===== src/logic/acq_pkg.sv =====
package acq_pkg;
	localparam int NUM_Q = 6;
	localparam int QID_W = 3;
	localparam int NUM_ADC = 2;
	localparam int NUM_SRC = 3;
	localparam int CMD_W = 16;
	localparam int RES_W = 16;
	localparam int SMP_W = 12;
	localparam int CHAN_W = 6;
	localparam int FIFO_DEPTH = 16;
	localparam int FIFO_CNT_W = 5;

	// Command word layout.
	localparam int CMD_EXT_BIT = 15;
	localparam int CMD_ADC_BIT = 14;
	localparam int CMD_CHAN_LSB = 8;
	localparam int CMD_RQ_LSB = 5;
	localparam int CMD_DEC_BIT = 4;

	// Result word layout: source in the top two bits, sample in the low bits.
	localparam int RES_SRC_LSB = 14;
	localparam logic [1:0] SRC_EXT = 2'h2;
	localparam logic [1:0] SRC_DEC = 2'h3;

	// Fill thresholds for the transfer requests.
	localparam logic [FIFO_CNT_W-1:0] CMD_LOW_WM = 5'h04;
	localparam logic [FIFO_CNT_W-1:0] RES_HIGH_WM = 5'h08;
	localparam logic [FIFO_CNT_W-1:0] FIFO_READY_MAX = 5'h0E;

	// Serial link timing.
	localparam int CLK_PERIOD_PS = 25000;
	localparam int SER_HALF_PS = 100000;
	localparam int SER_DIV_W = 4;
	localparam logic [SER_DIV_W-1:0] SER_HALF_CYC =
		SER_DIV_W'((SER_HALF_PS + CLK_PERIOD_PS - 1) / CLK_PERIOD_PS);
	localparam int SER_CNT_W = 6;
	localparam logic [SER_CNT_W-1:0] SER_FRAME_BITS = 6'h20;
	localparam int SER_SHIFT_W = 32;

	// Decimation stage.
	localparam int DEC_CNT_W = 3;
	localparam int DEC_ACC_W = 15;

	typedef enum logic [1:0] {
		ACQ_SER_IDLE = 2'h0,
		ACQ_SER_SHIFT = 2'h1,
		ACQ_SER_DONE = 2'h3
	} acq_ser_state_t;
endpackage : acq_pkg


===== src/logic/acq_decim.sv =====
`timescale 1ns/1ps
module acq_decim (
	input wire logic clk,
	input wire logic rst,
	input wire logic [1:0] log2_ratio,
	input wire logic in_valid,
	input wire logic [acq_pkg::SMP_W-1:0] in_data,
	input wire logic [acq_pkg::QID_W-1:0] in_queue,
	output logic out_valid,
	output logic [acq_pkg::SMP_W-1:0] out_data,
	output logic [acq_pkg::QID_W-1:0] out_queue
);
	logic [acq_pkg::DEC_CNT_W-1:0] cnt_q;
	logic [acq_pkg::DEC_ACC_W-1:0] acc_q;
	logic out_valid_q;
	logic [acq_pkg::SMP_W-1:0] out_data_q;
	logic [acq_pkg::QID_W-1:0] out_queue_q;
	wire [acq_pkg::DEC_ACC_W-1:0] sum;
	wire [acq_pkg::DEC_ACC_W-1:0] avg;
	wire [acq_pkg::DEC_CNT_W-1:0] last;

	// A boxcar average over 2**log2_ratio samples, then one output per block.
	assign sum = acc_q + acq_pkg::DEC_ACC_W'(in_data);
	assign avg = sum >> log2_ratio;
	assign last = acq_pkg::DEC_CNT_W'((4'h1 << log2_ratio) - 4'h1);
	assign out_valid = out_valid_q;
	assign out_data = out_data_q;
	assign out_queue = out_queue_q;

	always_ff @(posedge clk) begin
		if (rst) begin
			cnt_q <= '0;
			acc_q <= '0;
			out_valid_q <= 1'b0;
			out_data_q <= '0;
			out_queue_q <= '0;
		end else begin
			out_valid_q <= 1'b0;
			if (in_valid && cnt_q == last) begin
				out_valid_q <= 1'b1;
				out_data_q <= avg[acq_pkg::SMP_W-1:0];
				out_queue_q <= in_queue;
				cnt_q <= '0;
				acc_q <= '0;
			end else if (in_valid) begin
				cnt_q <= cnt_q + 3'h1;
				acc_q <= sum;
			end
		end
	end
endmodule : acq_decim


===== src/logic/acq_fifo.sv =====
`timescale 1ns/1ps
module acq_fifo #(
	parameter int WIDTH = 16,
	parameter int DEPTH = 16,
	parameter int CNT_W = 5
) (
	input wire logic clk,
	input wire logic rst,
	input wire logic in_valid,
	input wire logic [WIDTH-1:0] in_data,
	output logic in_ready,
	output logic out_valid,
	output logic [WIDTH-1:0] out_data,
	input wire logic out_ready,
	output logic [CNT_W-1:0] count
);
	localparam int AW = $clog2(DEPTH);

	logic [WIDTH-1:0] mem [DEPTH];
	logic [AW-1:0] wr_ptr_q;
	logic [AW-1:0] rd_ptr_q;
	logic [CNT_W-1:0] mem_cnt_q;
	logic out_valid_q;
	logic [WIDTH-1:0] out_data_q;
	wire wr_fire;
	wire load;

	// Storage drains into the output register whenever it is empty or being taken.
	assign in_ready = (mem_cnt_q != CNT_W'(DEPTH));
	assign wr_fire = in_valid && in_ready;
	assign load = (mem_cnt_q != '0) && (!out_valid_q || out_ready);
	assign out_valid = out_valid_q;
	assign out_data = out_data_q;
	assign count = mem_cnt_q + CNT_W'(out_valid_q);

	always_ff @(posedge clk) begin
		if (wr_fire) begin
			mem[wr_ptr_q] <= in_data;
		end
	end

	always_ff @(posedge clk) begin
		if (rst) begin
			wr_ptr_q <= '0;
			rd_ptr_q <= '0;
			mem_cnt_q <= '0;
			out_valid_q <= 1'b0;
			out_data_q <= '0;
		end else begin
			wr_ptr_q <= wr_ptr_q + AW'(wr_fire);
			rd_ptr_q <= rd_ptr_q + AW'(load);
			mem_cnt_q <= mem_cnt_q + CNT_W'(wr_fire) - CNT_W'(load);
			if (load) begin
				out_data_q <= mem[rd_ptr_q];
				out_valid_q <= 1'b1;
			end else if (out_ready) begin
				out_valid_q <= 1'b0;
			end
		end
	end
endmodule : acq_fifo


===== src/logic/acq_queue_ctrl.sv =====
// Contract
// Six command queues; queue 0 ranks highest, queue 5 lowest.
// Queue 0 commands bypass waiting, abort a running on-chip conversion, start at once.
// Queue 0 trigger to conversion start takes a fixed delay regardless of activity.
// Commands go to either on-chip converter or over the serial link.
// Results enter six result queues independently of command processing.
// Transfers start on software or hardware triggers.
// Queue fill levels raise DMA or interrupt requests.
// Either on-chip converter converts any analog channel named in a command.
// Optional decimation filters, downsamples, then writes results to result queues.
// A free converter takes from the highest-priority triggered queue with a command.
`timescale 1ns/1ps
module acq_queue_ctrl (
	input wire logic CLK,
	input wire logic SYS_RST,
	input wire logic CMD_WR_VALID,
	input wire logic [acq_pkg::QID_W-1:0] CMD_WR_QUEUE,
	input wire logic [acq_pkg::CMD_W-1:0] CMD_WR_DATA,
	output logic [acq_pkg::NUM_Q-1:0] CMD_WR_READY,
	input wire logic [acq_pkg::NUM_Q-1:0] SW_TRIG,
	input wire logic [acq_pkg::NUM_Q-1:0] HW_TRIG,
	input wire logic [acq_pkg::NUM_Q-1:0] REQ_USE_DMA,
	input wire logic [1:0] DECIM_LOG2,
	output logic [acq_pkg::NUM_ADC-1:0] ADC_START,
	output logic [acq_pkg::NUM_ADC-1:0] ADC_ABORT,
	output logic [acq_pkg::CHAN_W-1:0] ADC_CHAN0,
	output logic [acq_pkg::CHAN_W-1:0] ADC_CHAN1,
	input wire logic [acq_pkg::NUM_ADC-1:0] ADC_DONE,
	input wire logic [acq_pkg::SMP_W-1:0] ADC_DATA0,
	input wire logic [acq_pkg::SMP_W-1:0] ADC_DATA1,
	output logic SER_SCK,
	output logic SER_CS_N,
	output logic SER_MOSI,
	input wire logic SER_MISO,
	output logic [acq_pkg::NUM_Q-1:0] CMD_DMA_REQ,
	output logic [acq_pkg::NUM_Q-1:0] CMD_IRQ,
	output logic [acq_pkg::NUM_Q-1:0] RES_DMA_REQ,
	output logic [acq_pkg::NUM_Q-1:0] RES_IRQ,
	input wire logic [acq_pkg::NUM_Q-1:0] RES_RD_READY,
	output logic [acq_pkg::NUM_Q-1:0] RES_RD_VALID,
	output logic [acq_pkg::NUM_Q*acq_pkg::RES_W-1:0] RES_RD_DATA,
	output logic RES_OVERRUN
);
	localparam int NQ = acq_pkg::NUM_Q;
	localparam int NS = acq_pkg::NUM_SRC;

	// Command side.
	logic [acq_pkg::CMD_W-1:0] head [NQ];
	logic [NQ-1:0] head_valid;
	logic [acq_pkg::FIFO_CNT_W-1:0] cmd_cnt [NQ];
	logic [NQ-1:0] cmd_push;
	logic [NQ-1:0] pop;
	logic [NQ-1:0] armed_q;
	logic [NQ-1:0] armed_now;
	logic [NQ-1:0] cand;
	logic [NQ-1:0] wr_ready_q;
	logic [NQ-1:0] cmd_dma_q;
	logic [NQ-1:0] cmd_irq_q;
	logic [NQ-1:0] res_dma_q;
	logic [NQ-1:0] res_irq_q;
	logic gnt_v;
	logic [acq_pkg::QID_W-1:0] gnt;

	// Converter side.
	logic [acq_pkg::NUM_ADC-1:0] adc_busy_q;
	logic [acq_pkg::NUM_ADC-1:0] adc_start_q;
	logic [acq_pkg::NUM_ADC-1:0] adc_abort_q;
	logic [acq_pkg::CHAN_W-1:0] adc_chan_q [acq_pkg::NUM_ADC];
	logic [acq_pkg::QID_W-1:0] adc_rq_q [acq_pkg::NUM_ADC];
	logic [acq_pkg::NUM_ADC-1:0] adc_dec_q;

	// Serial link.
	acq_pkg::acq_ser_state_t ser_state_q;
	logic [acq_pkg::SER_DIV_W-1:0] ser_div_q;
	logic [acq_pkg::SER_CNT_W-1:0] ser_bits_q;
	logic [acq_pkg::SER_SHIFT_W-1:0] ser_tx_q;
	logic [acq_pkg::SMP_W-1:0] ser_rx_q;
	logic [acq_pkg::QID_W-1:0] ser_rq_q;
	logic ser_dec_q;
	logic ser_sck_q;
	logic ser_cs_n_q;
	logic miso_m_q;
	logic miso_s_q;
	wire ser_tick;
	wire ser_fall;

	// Result side: one hold slot per source.
	logic [NS-1:0] pend_v_q;
	logic [acq_pkg::SMP_W-1:0] pend_d_q [NS];
	logic [acq_pkg::QID_W-1:0] pend_rq_q [NS];
	logic [NS-1:0] pend_dec_q;
	logic [NS-1:0] src_done;
	logic [acq_pkg::SMP_W-1:0] src_d [NS];
	logic [acq_pkg::QID_W-1:0] src_rq [NS];
	logic [NS-1:0] src_dec;
	logic [NS-1:0] pend_ok;
	logic rsel_v;
	logic [1:0] rsel;
	logic [NQ-1:0] res_ready;
	logic [NQ-1:0] res_push;
	logic [acq_pkg::RES_W-1:0] res_word;
	logic [acq_pkg::FIFO_CNT_W-1:0] res_cnt [NQ];
	logic overrun_q;
	logic dec_out_v;
	logic [acq_pkg::SMP_W-1:0] dec_out_d;
	logic [acq_pkg::QID_W-1:0] dec_out_q;
	wire dec_in_v;
	wire [acq_pkg::QID_W-1:0] wr_queue;

	genvar i;
	generate
		for (i = 0; i < NQ; i++) begin : g_q
			wire ext = head[i][acq_pkg::CMD_EXT_BIT];
			wire sel = head[i][acq_pkg::CMD_ADC_BIT];
			wire adc_free = (i == 0) || (!adc_busy_q[sel] && !pend_v_q[sel]);
			wire ser_free = (ser_state_q == acq_pkg::ACQ_SER_IDLE) && !pend_v_q[2];

			assign cmd_push[i] = CMD_WR_VALID && wr_ready_q[i] && CMD_WR_QUEUE == acq_pkg::QID_W'(i);
			assign armed_now[i] = armed_q[i] || SW_TRIG[i] || HW_TRIG[i];
			assign cand[i] = armed_now[i] && head_valid[i] && (ext ? ser_free : adc_free);
			assign pop[i] = gnt_v && gnt == acq_pkg::QID_W'(i);
			assign res_push[i] = (dec_out_v && dec_out_q == acq_pkg::QID_W'(i) && res_ready[i]) ||
				(rsel_v && !pend_dec_q[rsel] && pend_rq_q[rsel] == acq_pkg::QID_W'(i));

			acq_fifo #(.WIDTH(acq_pkg::CMD_W), .DEPTH(acq_pkg::FIFO_DEPTH),
				.CNT_W(acq_pkg::FIFO_CNT_W)) u_cmd (
				.clk(CLK), .rst(SYS_RST), .in_valid(cmd_push[i]), .in_data(CMD_WR_DATA),
				.in_ready(), .out_valid(head_valid[i]), .out_data(head[i]),
				.out_ready(pop[i]), .count(cmd_cnt[i]));

			acq_fifo #(.WIDTH(acq_pkg::RES_W), .DEPTH(acq_pkg::FIFO_DEPTH),
				.CNT_W(acq_pkg::FIFO_CNT_W)) u_res (
				.clk(CLK), .rst(SYS_RST), .in_valid(res_push[i]), .in_data(res_word),
				.in_ready(res_ready[i]), .out_valid(RES_RD_VALID[i]),
				.out_data(RES_RD_DATA[i*acq_pkg::RES_W +: acq_pkg::RES_W]),
				.out_ready(RES_RD_READY[i]), .count(res_cnt[i]));

			always_ff @(posedge CLK) begin
				if (SYS_RST) begin
					armed_q[i] <= 1'b0;
					wr_ready_q[i] <= 1'b0;
					cmd_dma_q[i] <= 1'b0;
					cmd_irq_q[i] <= 1'b0;
					res_dma_q[i] <= 1'b0;
					res_irq_q[i] <= 1'b0;
				end else begin
					// A queue stays triggered until it runs dry; a new trigger wins.
					armed_q[i] <= armed_now[i] && (head_valid[i] || cmd_push[i] ||
						SW_TRIG[i] || HW_TRIG[i]);
					wr_ready_q[i] <= cmd_cnt[i] <= acq_pkg::FIFO_READY_MAX;
					cmd_dma_q[i] <= cmd_cnt[i] < acq_pkg::CMD_LOW_WM && REQ_USE_DMA[i];
					cmd_irq_q[i] <= cmd_cnt[i] < acq_pkg::CMD_LOW_WM && !REQ_USE_DMA[i];
					res_dma_q[i] <= res_cnt[i] >= acq_pkg::RES_HIGH_WM && REQ_USE_DMA[i];
					res_irq_q[i] <= res_cnt[i] >= acq_pkg::RES_HIGH_WM && !REQ_USE_DMA[i];
				end
			end
		end
	endgenerate

	// Fixed-priority pick: the lowest queue index that can go wins.
	always_comb begin
		gnt_v = 1'b0;
		gnt = '0;
		for (int q = NQ - 1; q >= 0; q--) begin
			if (cand[q]) begin
				gnt_v = 1'b1;
				gnt = acq_pkg::QID_W'(q);
			end
		end
	end

	wire [acq_pkg::CMD_W-1:0] gcmd = head[gnt];
	wire g_ext = gcmd[acq_pkg::CMD_EXT_BIT];
	wire g_sel = gcmd[acq_pkg::CMD_ADC_BIT];

	// Converter issue: queue 0 reaches ADC_START one edge after its trigger.
	always_ff @(posedge CLK) begin
		if (SYS_RST) begin
			adc_busy_q <= '0;
			adc_start_q <= '0;
			adc_abort_q <= '0;
			adc_dec_q <= '0;
			for (int a = 0; a < acq_pkg::NUM_ADC; a++) begin
				adc_chan_q[a] <= '0;
				adc_rq_q[a] <= '0;
			end
		end else begin
			adc_start_q <= '0;
			adc_abort_q <= '0;
			adc_busy_q <= adc_busy_q & ~ADC_DONE;
			if (gnt_v && !g_ext) begin
				adc_start_q[g_sel] <= 1'b1;
				adc_abort_q[g_sel] <= adc_busy_q[g_sel] && !ADC_DONE[g_sel];
				adc_busy_q[g_sel] <= 1'b1;
				adc_chan_q[g_sel] <= gcmd[acq_pkg::CMD_CHAN_LSB +: acq_pkg::CHAN_W];
				adc_rq_q[g_sel] <= gcmd[acq_pkg::CMD_RQ_LSB +: acq_pkg::QID_W];
				adc_dec_q[g_sel] <= gcmd[acq_pkg::CMD_DEC_BIT];
			end
		end
	end

	// Serial master: 32 clocks per frame, command out first, result in last.
	assign ser_tick = (ser_div_q == '0);
	assign ser_fall = ser_tick && ser_sck_q;

	always_ff @(posedge CLK) begin
		if (SYS_RST) begin
			miso_m_q <= 1'b0;
			miso_s_q <= 1'b0;
		end else begin
			miso_m_q <= SER_MISO;
			miso_s_q <= miso_m_q;
		end
	end

	always_ff @(posedge CLK) begin
		if (SYS_RST) begin
			ser_state_q <= acq_pkg::ACQ_SER_IDLE;
			ser_div_q <= '0;
			ser_bits_q <= '0;
			ser_tx_q <= '0;
			ser_rx_q <= '0;
			ser_rq_q <= '0;
			ser_dec_q <= 1'b0;
			ser_sck_q <= 1'b0;
			ser_cs_n_q <= 1'b1;
		end else begin
			case (ser_state_q)
				acq_pkg::ACQ_SER_IDLE: begin
					if (gnt_v && g_ext) begin
						ser_state_q <= acq_pkg::ACQ_SER_SHIFT;
						ser_tx_q <= {gcmd, 16'h0000};
						ser_rq_q <= gcmd[acq_pkg::CMD_RQ_LSB +: acq_pkg::QID_W];
						ser_dec_q <= gcmd[acq_pkg::CMD_DEC_BIT];
						ser_div_q <= acq_pkg::SER_HALF_CYC - 4'h1;
						ser_bits_q <= '0;
						ser_cs_n_q <= 1'b0;
					end
				end
				acq_pkg::ACQ_SER_SHIFT: begin
					ser_div_q <= ser_tick ? acq_pkg::SER_HALF_CYC - 4'h1 : ser_div_q - 4'h1;
					if (ser_tick) begin
						ser_sck_q <= !ser_sck_q;
					end
					if (ser_fall) begin
						ser_tx_q <= {ser_tx_q[acq_pkg::SER_SHIFT_W-2:0], 1'b0};
						ser_rx_q <= {ser_rx_q[acq_pkg::SMP_W-2:0], miso_s_q};
						ser_bits_q <= ser_bits_q + 6'h01;
						if (ser_bits_q == acq_pkg::SER_FRAME_BITS - 6'h01) begin
							ser_state_q <= acq_pkg::ACQ_SER_DONE;
							ser_cs_n_q <= 1'b1;
						end
					end
				end
				acq_pkg::ACQ_SER_DONE: begin
					ser_state_q <= acq_pkg::ACQ_SER_IDLE;
				end
				default: begin
					ser_state_q <= acq_pkg::ACQ_SER_IDLE;
				end
			endcase
		end
	end

	// Result collection, running beside the command path.
	assign src_done = {ser_state_q == acq_pkg::ACQ_SER_DONE, ADC_DONE};
	assign src_d[0] = ADC_DATA0;
	assign src_d[1] = ADC_DATA1;
	assign src_d[2] = ser_rx_q;
	assign src_rq[0] = adc_rq_q[0];
	assign src_rq[1] = adc_rq_q[1];
	assign src_rq[2] = ser_rq_q;
	assign src_dec = {ser_dec_q, adc_dec_q};

	// Decimated output owns the write slot; otherwise the lowest ready source goes.
	always_comb begin
		rsel_v = 1'b0;
		rsel = '0;
		for (int s = NS - 1; s >= 0; s--) begin
			pend_ok[s] = pend_v_q[s] && (pend_dec_q[s] || res_ready[pend_rq_q[s]]);
			if (pend_ok[s] && !dec_out_v) begin
				rsel_v = 1'b1;
				rsel = 2'(s);
			end
		end
	end

	assign dec_in_v = rsel_v && pend_dec_q[rsel];
	assign wr_queue = dec_out_v ? dec_out_q : pend_rq_q[rsel];
	assign res_word = dec_out_v ? {acq_pkg::SRC_DEC, 2'b00, dec_out_d} :
		{rsel, 2'b00, pend_d_q[rsel]};

	always_ff @(posedge CLK) begin
		if (SYS_RST) begin
			pend_v_q <= '0;
			pend_dec_q <= '0;
			overrun_q <= 1'b0;
			for (int s = 0; s < NS; s++) begin
				pend_d_q[s] <= '0;
				pend_rq_q[s] <= '0;
			end
		end else begin
			overrun_q <= (|(src_done & pend_v_q & ~({NS{rsel_v}} & (3'b001 << rsel)))) ||
				(dec_out_v && !res_ready[wr_queue]);
			for (int s = 0; s < NS; s++) begin
				if (rsel_v && rsel == 2'(s)) begin
					pend_v_q[s] <= 1'b0;
				end
				if (src_done[s] && (!pend_v_q[s] || (rsel_v && rsel == 2'(s)))) begin
					pend_v_q[s] <= 1'b1;
					pend_d_q[s] <= src_d[s];
					pend_rq_q[s] <= src_rq[s];
					pend_dec_q[s] <= src_dec[s];
				end
			end
		end
	end

	acq_decim u_decim (
		.clk(CLK),
		.rst(SYS_RST),
		.log2_ratio(DECIM_LOG2),
		.in_valid(dec_in_v),
		.in_data(pend_d_q[rsel]),
		.in_queue(pend_rq_q[rsel]),
		.out_valid(dec_out_v),
		.out_data(dec_out_d),
		.out_queue(dec_out_q)
	);

	assign CMD_WR_READY = wr_ready_q;
	assign ADC_START = adc_start_q;
	assign ADC_ABORT = adc_abort_q;
	assign ADC_CHAN0 = adc_chan_q[0];
	assign ADC_CHAN1 = adc_chan_q[1];
	assign SER_SCK = ser_sck_q;
	assign SER_CS_N = ser_cs_n_q;
	assign SER_MOSI = ser_tx_q[acq_pkg::SER_SHIFT_W-1];
	assign CMD_DMA_REQ = cmd_dma_q;
	assign CMD_IRQ = cmd_irq_q;
	assign RES_DMA_REQ = res_dma_q;
	assign RES_IRQ = res_irq_q;
	assign RES_OVERRUN = overrun_q;
endmodule : acq_queue_ctrl


===== config.mk =====
export PLATFORM = sky130hd
export DESIGN_NAME = acq_queue_ctrl
export DESIGN_NICKNAME = d
export VERILOG_FILES = /design/src/logic/acq_pkg.sv /design/src/logic/acq_decim.sv /design/src/logic/acq_fifo.sv /design/src/logic/acq_queue_ctrl.sv
export SDC_FILE = /design/constraint.sdc
export NUM_CORES = 2
export LEC_CHECK = 0
export BUFFER_PORTS_ARGS = -buffer_cell sky130_fd_sc_hd__buf_4
export CAP_MARGIN = 10
export CORE_ASPECT_RATIO = 0.5
export CORE_UTILIZATION = 30
export CTS_CLUSTER_SIZE = 40
export DETAILED_ROUTE_END_ITERATION = 6
export PLACE_DENSITY_LB_ADDON = 0.05
export SETUP_SLACK_MARGIN = 0.2
export SYNTH_ARGS = -nofsm -noshare
export SYNTH_HDL_FRONTEND = slang
export SYNTH_HIERARCHICAL = 1
export SYNTH_SLANG_ARGS = --single-unit

===== constraint.sdc =====
create_clock -name CLK -period 6.4 [get_ports CLK]
set_input_delay 1.28 -clock CLK [delete_from_list [all_inputs] [get_ports CLK]]
set_output_delay 1.28 -clock CLK [all_outputs]
set_load 0.05 [all_outputs]

==> flow_metrics.py <==
metrics = {
    "place": {
        "place_congestion": 0.745,
        "hpwlAfterDp_um": 243000,
        "portBuffers": 226,
    },
    "grt": {
        "grt_max_degree": 73,
        "grt_pass1_vias": 73200,
        "gr-usage-all-layers": 0.163,
        "grt_first_pass_wirelength_um": 567000,
        "grt_overflow": 0,
        "antenna_found_initial": 26,
    },
    "power_and_ir_drop": {
        "leakagePower_nw": 54.9,
        "p_sw_w": 0.0201,
        "combPwrFrac": 0.220,
        "pwr-share-clk": 0.338,
        "internal-power_w": 0.0462,
        "ir_drop_mv": 0.230,
        "sequentialPowerShare": 0.442,
        "switching_share": 0.304,
        "power.density_mw_per_mm2": 396,
    },
    "worst_hold_path": {
        "min_from": "miso_m_q$_SDFF_PP0_",
        "hold_depth": 1,
        "holdPathEnd": "miso_s_q$_SDFF_PP0_",
        "hold_class": "reg -> reg",
    },
    "critical_path": {
        "arrival_ns": 6.45,
        "path_delay_family": "compound AO/OA/AOI/OAI gates",
        "start_kind": "flop",
        "cpMaxStageDelayCell": "mux4_2",
        "reg2reg_from": "g_q[1].u_res/mem_cnt_q[3]$_SDFF_PP0_",
        "r2r_cells": 19,
        "max_stage_delay_ns": 0.47,
        "crit_path_max_fanout": 16,
        "critPathRequiredTime_ns": 7.23,
        "cp_num_buf_inv": 3,
        "crit_chain": "inv_1, ha_1, nand4bb_1, buf_4, mux4_2, a221o_1, a2111oi_4, buf_4, mux2i_1, o21ai_0, ha_1, fa_1, a211oi_1, o21ai_0, nand3_1, a211oi_2, xor2_1, a311o_1, a211o_1",
        "criticalPathCategory": "reg -> reg",
        "worstSetupStartpoint": "g_q[1].u_res/mem_cnt_q[3]$_SDFF_PP0_",
        "cp-end-kind": "flop",
        "r2r_end": "u_decim/out_data[11]$_SDFFE_PP0P_",
        "ff2ff_setup_slack_ns": 0.78,
    },
    "routing": {
        "firstDrtPassIters": 7,
        "via_count": 70400,
        "ant_nets": 0,
        "detailedRoute.firstIterationViolations": 5234,
        "via_per_inst": 4.74,
        "wl_um": 400000,
        "route.detailed.drc": 16,
        "routedWlPerCell_um": 26.9,
    },
    "clock_network": {
        "root_buffer": "clkbuf_16",
        "clkTransAtPathRegs_ns": 0.07,
        "cts_made_buffers": 357,
        "clock-sinks": 3628,
        "clk_latency_ns": 0.95,
        "cts_max_path_buffers": 4,
        "h-tree-depth": 5,
        "post_cts_buffers": 0,
        "cts_tree": "yes",
    },
    "floorplanning": {
        "ioPinCount": 227,
        "die_w_um": 980,
        "num_rows": 179,
        "die_area_mm2": 0.481,
        "initial_utilization": 0.301,
        "die_h_um": 491,
        "coreArea_mm2": 0.476,
    },
    "sta": {
        "setup_tns_ns": 0,
        "skew_ns": 0.0543,
        "hold_violations": 0,
        "fmax_mhz": 178,
        "finalSetupViolCount": 0,
        "period_share": 0.878,
        "period_needed_ns": 5.62,
        "drv_slew": 0,
        "max_slew_margin": 0.151,
        "grt_setup_unrepaired": "false",
        "worstMarginPinSlew_ns": 1.27,
    },
    "cells_and_area": {
        "drive_above_1_share": 0.245,
        "nets": 8485,
        "utilization": 0.352,
        "syn_to_final_growth_pct": 16.8,
    },
    "flow_run": {
        "maxCapViolCount": 0,
    },
    "outcome": {
        "status": "finished, violations left",
        "violations": "design-rule violations",
    },
    "logic_synthesis": {
        "netlist_area_mm2": 0.143,
        "syn-mean-instance-area_um2": 19.2,
        "synth_cells": 7459,
        "yosysWarnings": 6,
    },
}
==> how the worst max path moves through the flow <==
stage	to	slack (ns)	cells past startpoint
3_5_place_dp	u_decim/out_data[11]$_SDFFE_PP0P_	0.55	18
3_3_place_gp	u_decim/out_data[11]$_SDFFE_PP0P_	0.62	18
5_1_grt	u_decim/out_data[11]$_SDFFE_PP0P_	0.34	18
4_1_cts	u_decim/out_data[11]$_SDFFE_PP0P_	0.53	18
6_report	u_decim/out_data[11]$_SDFFE_PP0P_	0.78	19
2_1_floorplan	u_decim/out_data[11]$_SDFFE_PP0P_	1.43	17
==> sequential cells by signal (all words and copies together) (netlist names), 30 cells and up <==
signal and count:
g_q.u_res/mem_cnt_q 30, g_q.u_cmd/mem_cnt_q 30, g_q.u_res/mem 1536, g_q.u_res/out_data 96
g_q.u_cmd/mem 1536, g_q.u_cmd/out_data 96, pend_d_q 36
==> worst register-to-register path, delay by kind of cell (launching register included) <==
| kind | cells | cell delay (ns) |
|---|---|---|
| compound gates | 8 | 2.37 |
| mux | 2 | 0.71 |
| xor+xnor | 1 | 0.18 |
| fa+ha+maj | 3 | 0.88 |
| flops | 1 | 0.35 |
| simple gates | 2 | 0.36 |
| buf+inv | 3 | 0.65 |
==> power groups by stage <==
stage | logic (W) | registers (W) | clock network [W]
detailed placement | 0.0150 | 0.0300 | 0
global route | 0.0158 | 0.0296 | 0.0240
finish | 0.0146 | 0.0293 | 0.0225
floorplan | 0.00945 | 0.0295 | 0
CTS | 0.0150 | 0.0295 | 0.0232
global placement | 0.0150 | 0.0300 | 0
==> per-stage QoR <==
stage	instance area [um^2]	setup slack (ns)	cells	total power (W)	hold slack, ns
final	168000	0.779	14900	0.0664	0.448
after global routing	168000	0.341	14900	0.0694	0.436
after CTS	168000	0.530	14900	0.0677	0.416
after detailed placement	155000	0.548	14200	0.0449	0.439
after global placement	155000	0.619	14200	0.0450	0.435
after floorplan	144000	1.43	7650	0.0390	0.414
==> cell usage in the layout, fill, tap and decap left out, types with 21 or more instances in the layout <==
cell	n
edfxtp_1	3135
mux4_2	568
buf_4	568
nor2_1	524
dfxtp_1	457
clkbuf_16	366
mux2i_1	234
mux4_1	204
mux2_2	197
a221o_1	196
conb_1	192
ha_1	184
nand2_1	168
nor2b_1	125
inv_1	125
a21oi_1	82
clkinv_2	76
clkbuf_1	72
and2_1	70
xnor2_1	68
nand3_1	62
xor2_1	53
nor3_2	51
bufinv_16	48
o21ai_0	47
clkinv_1	37
nor3_1	35
a221oi_1	35
nand2b_1	33
nor2_2	31
clkbuf_8	28
nand3b_1	27
and3_1	25
nor3b_1	22
a21o_1	21
==> timing repair <==
| item | in CTS | in global routing |
|---|---|---|
| hold buffers | 0 | 0 |
| gates resized for setup | 0 | 1 |
| setup endpoints to repair | 0 | 1 |
==> layout make-up <==
cell class | instances | area, um^2
fill | 44400 | 308000
sequential | 3628 | 104000
clock inverter | 201 | 2410
inverter | 126 | 473
clock buffer | 466 | 9810
multi-input combinational | 3517 | 38300
tap | 6335 | 7930
antenna | 18 | 45.0
timing repair buffer | 583 | 4560
==> layer usage <==
layer | wire length, um | GRT usage
met2 | 192000 | 0.272
met5 | 0 | 0
met4 | 7640 | 0.0297
met3 | 12800 | 0.0196
met1 | 188000 | 0.230
Note: power is estimated with default switching activity, not from simulation.
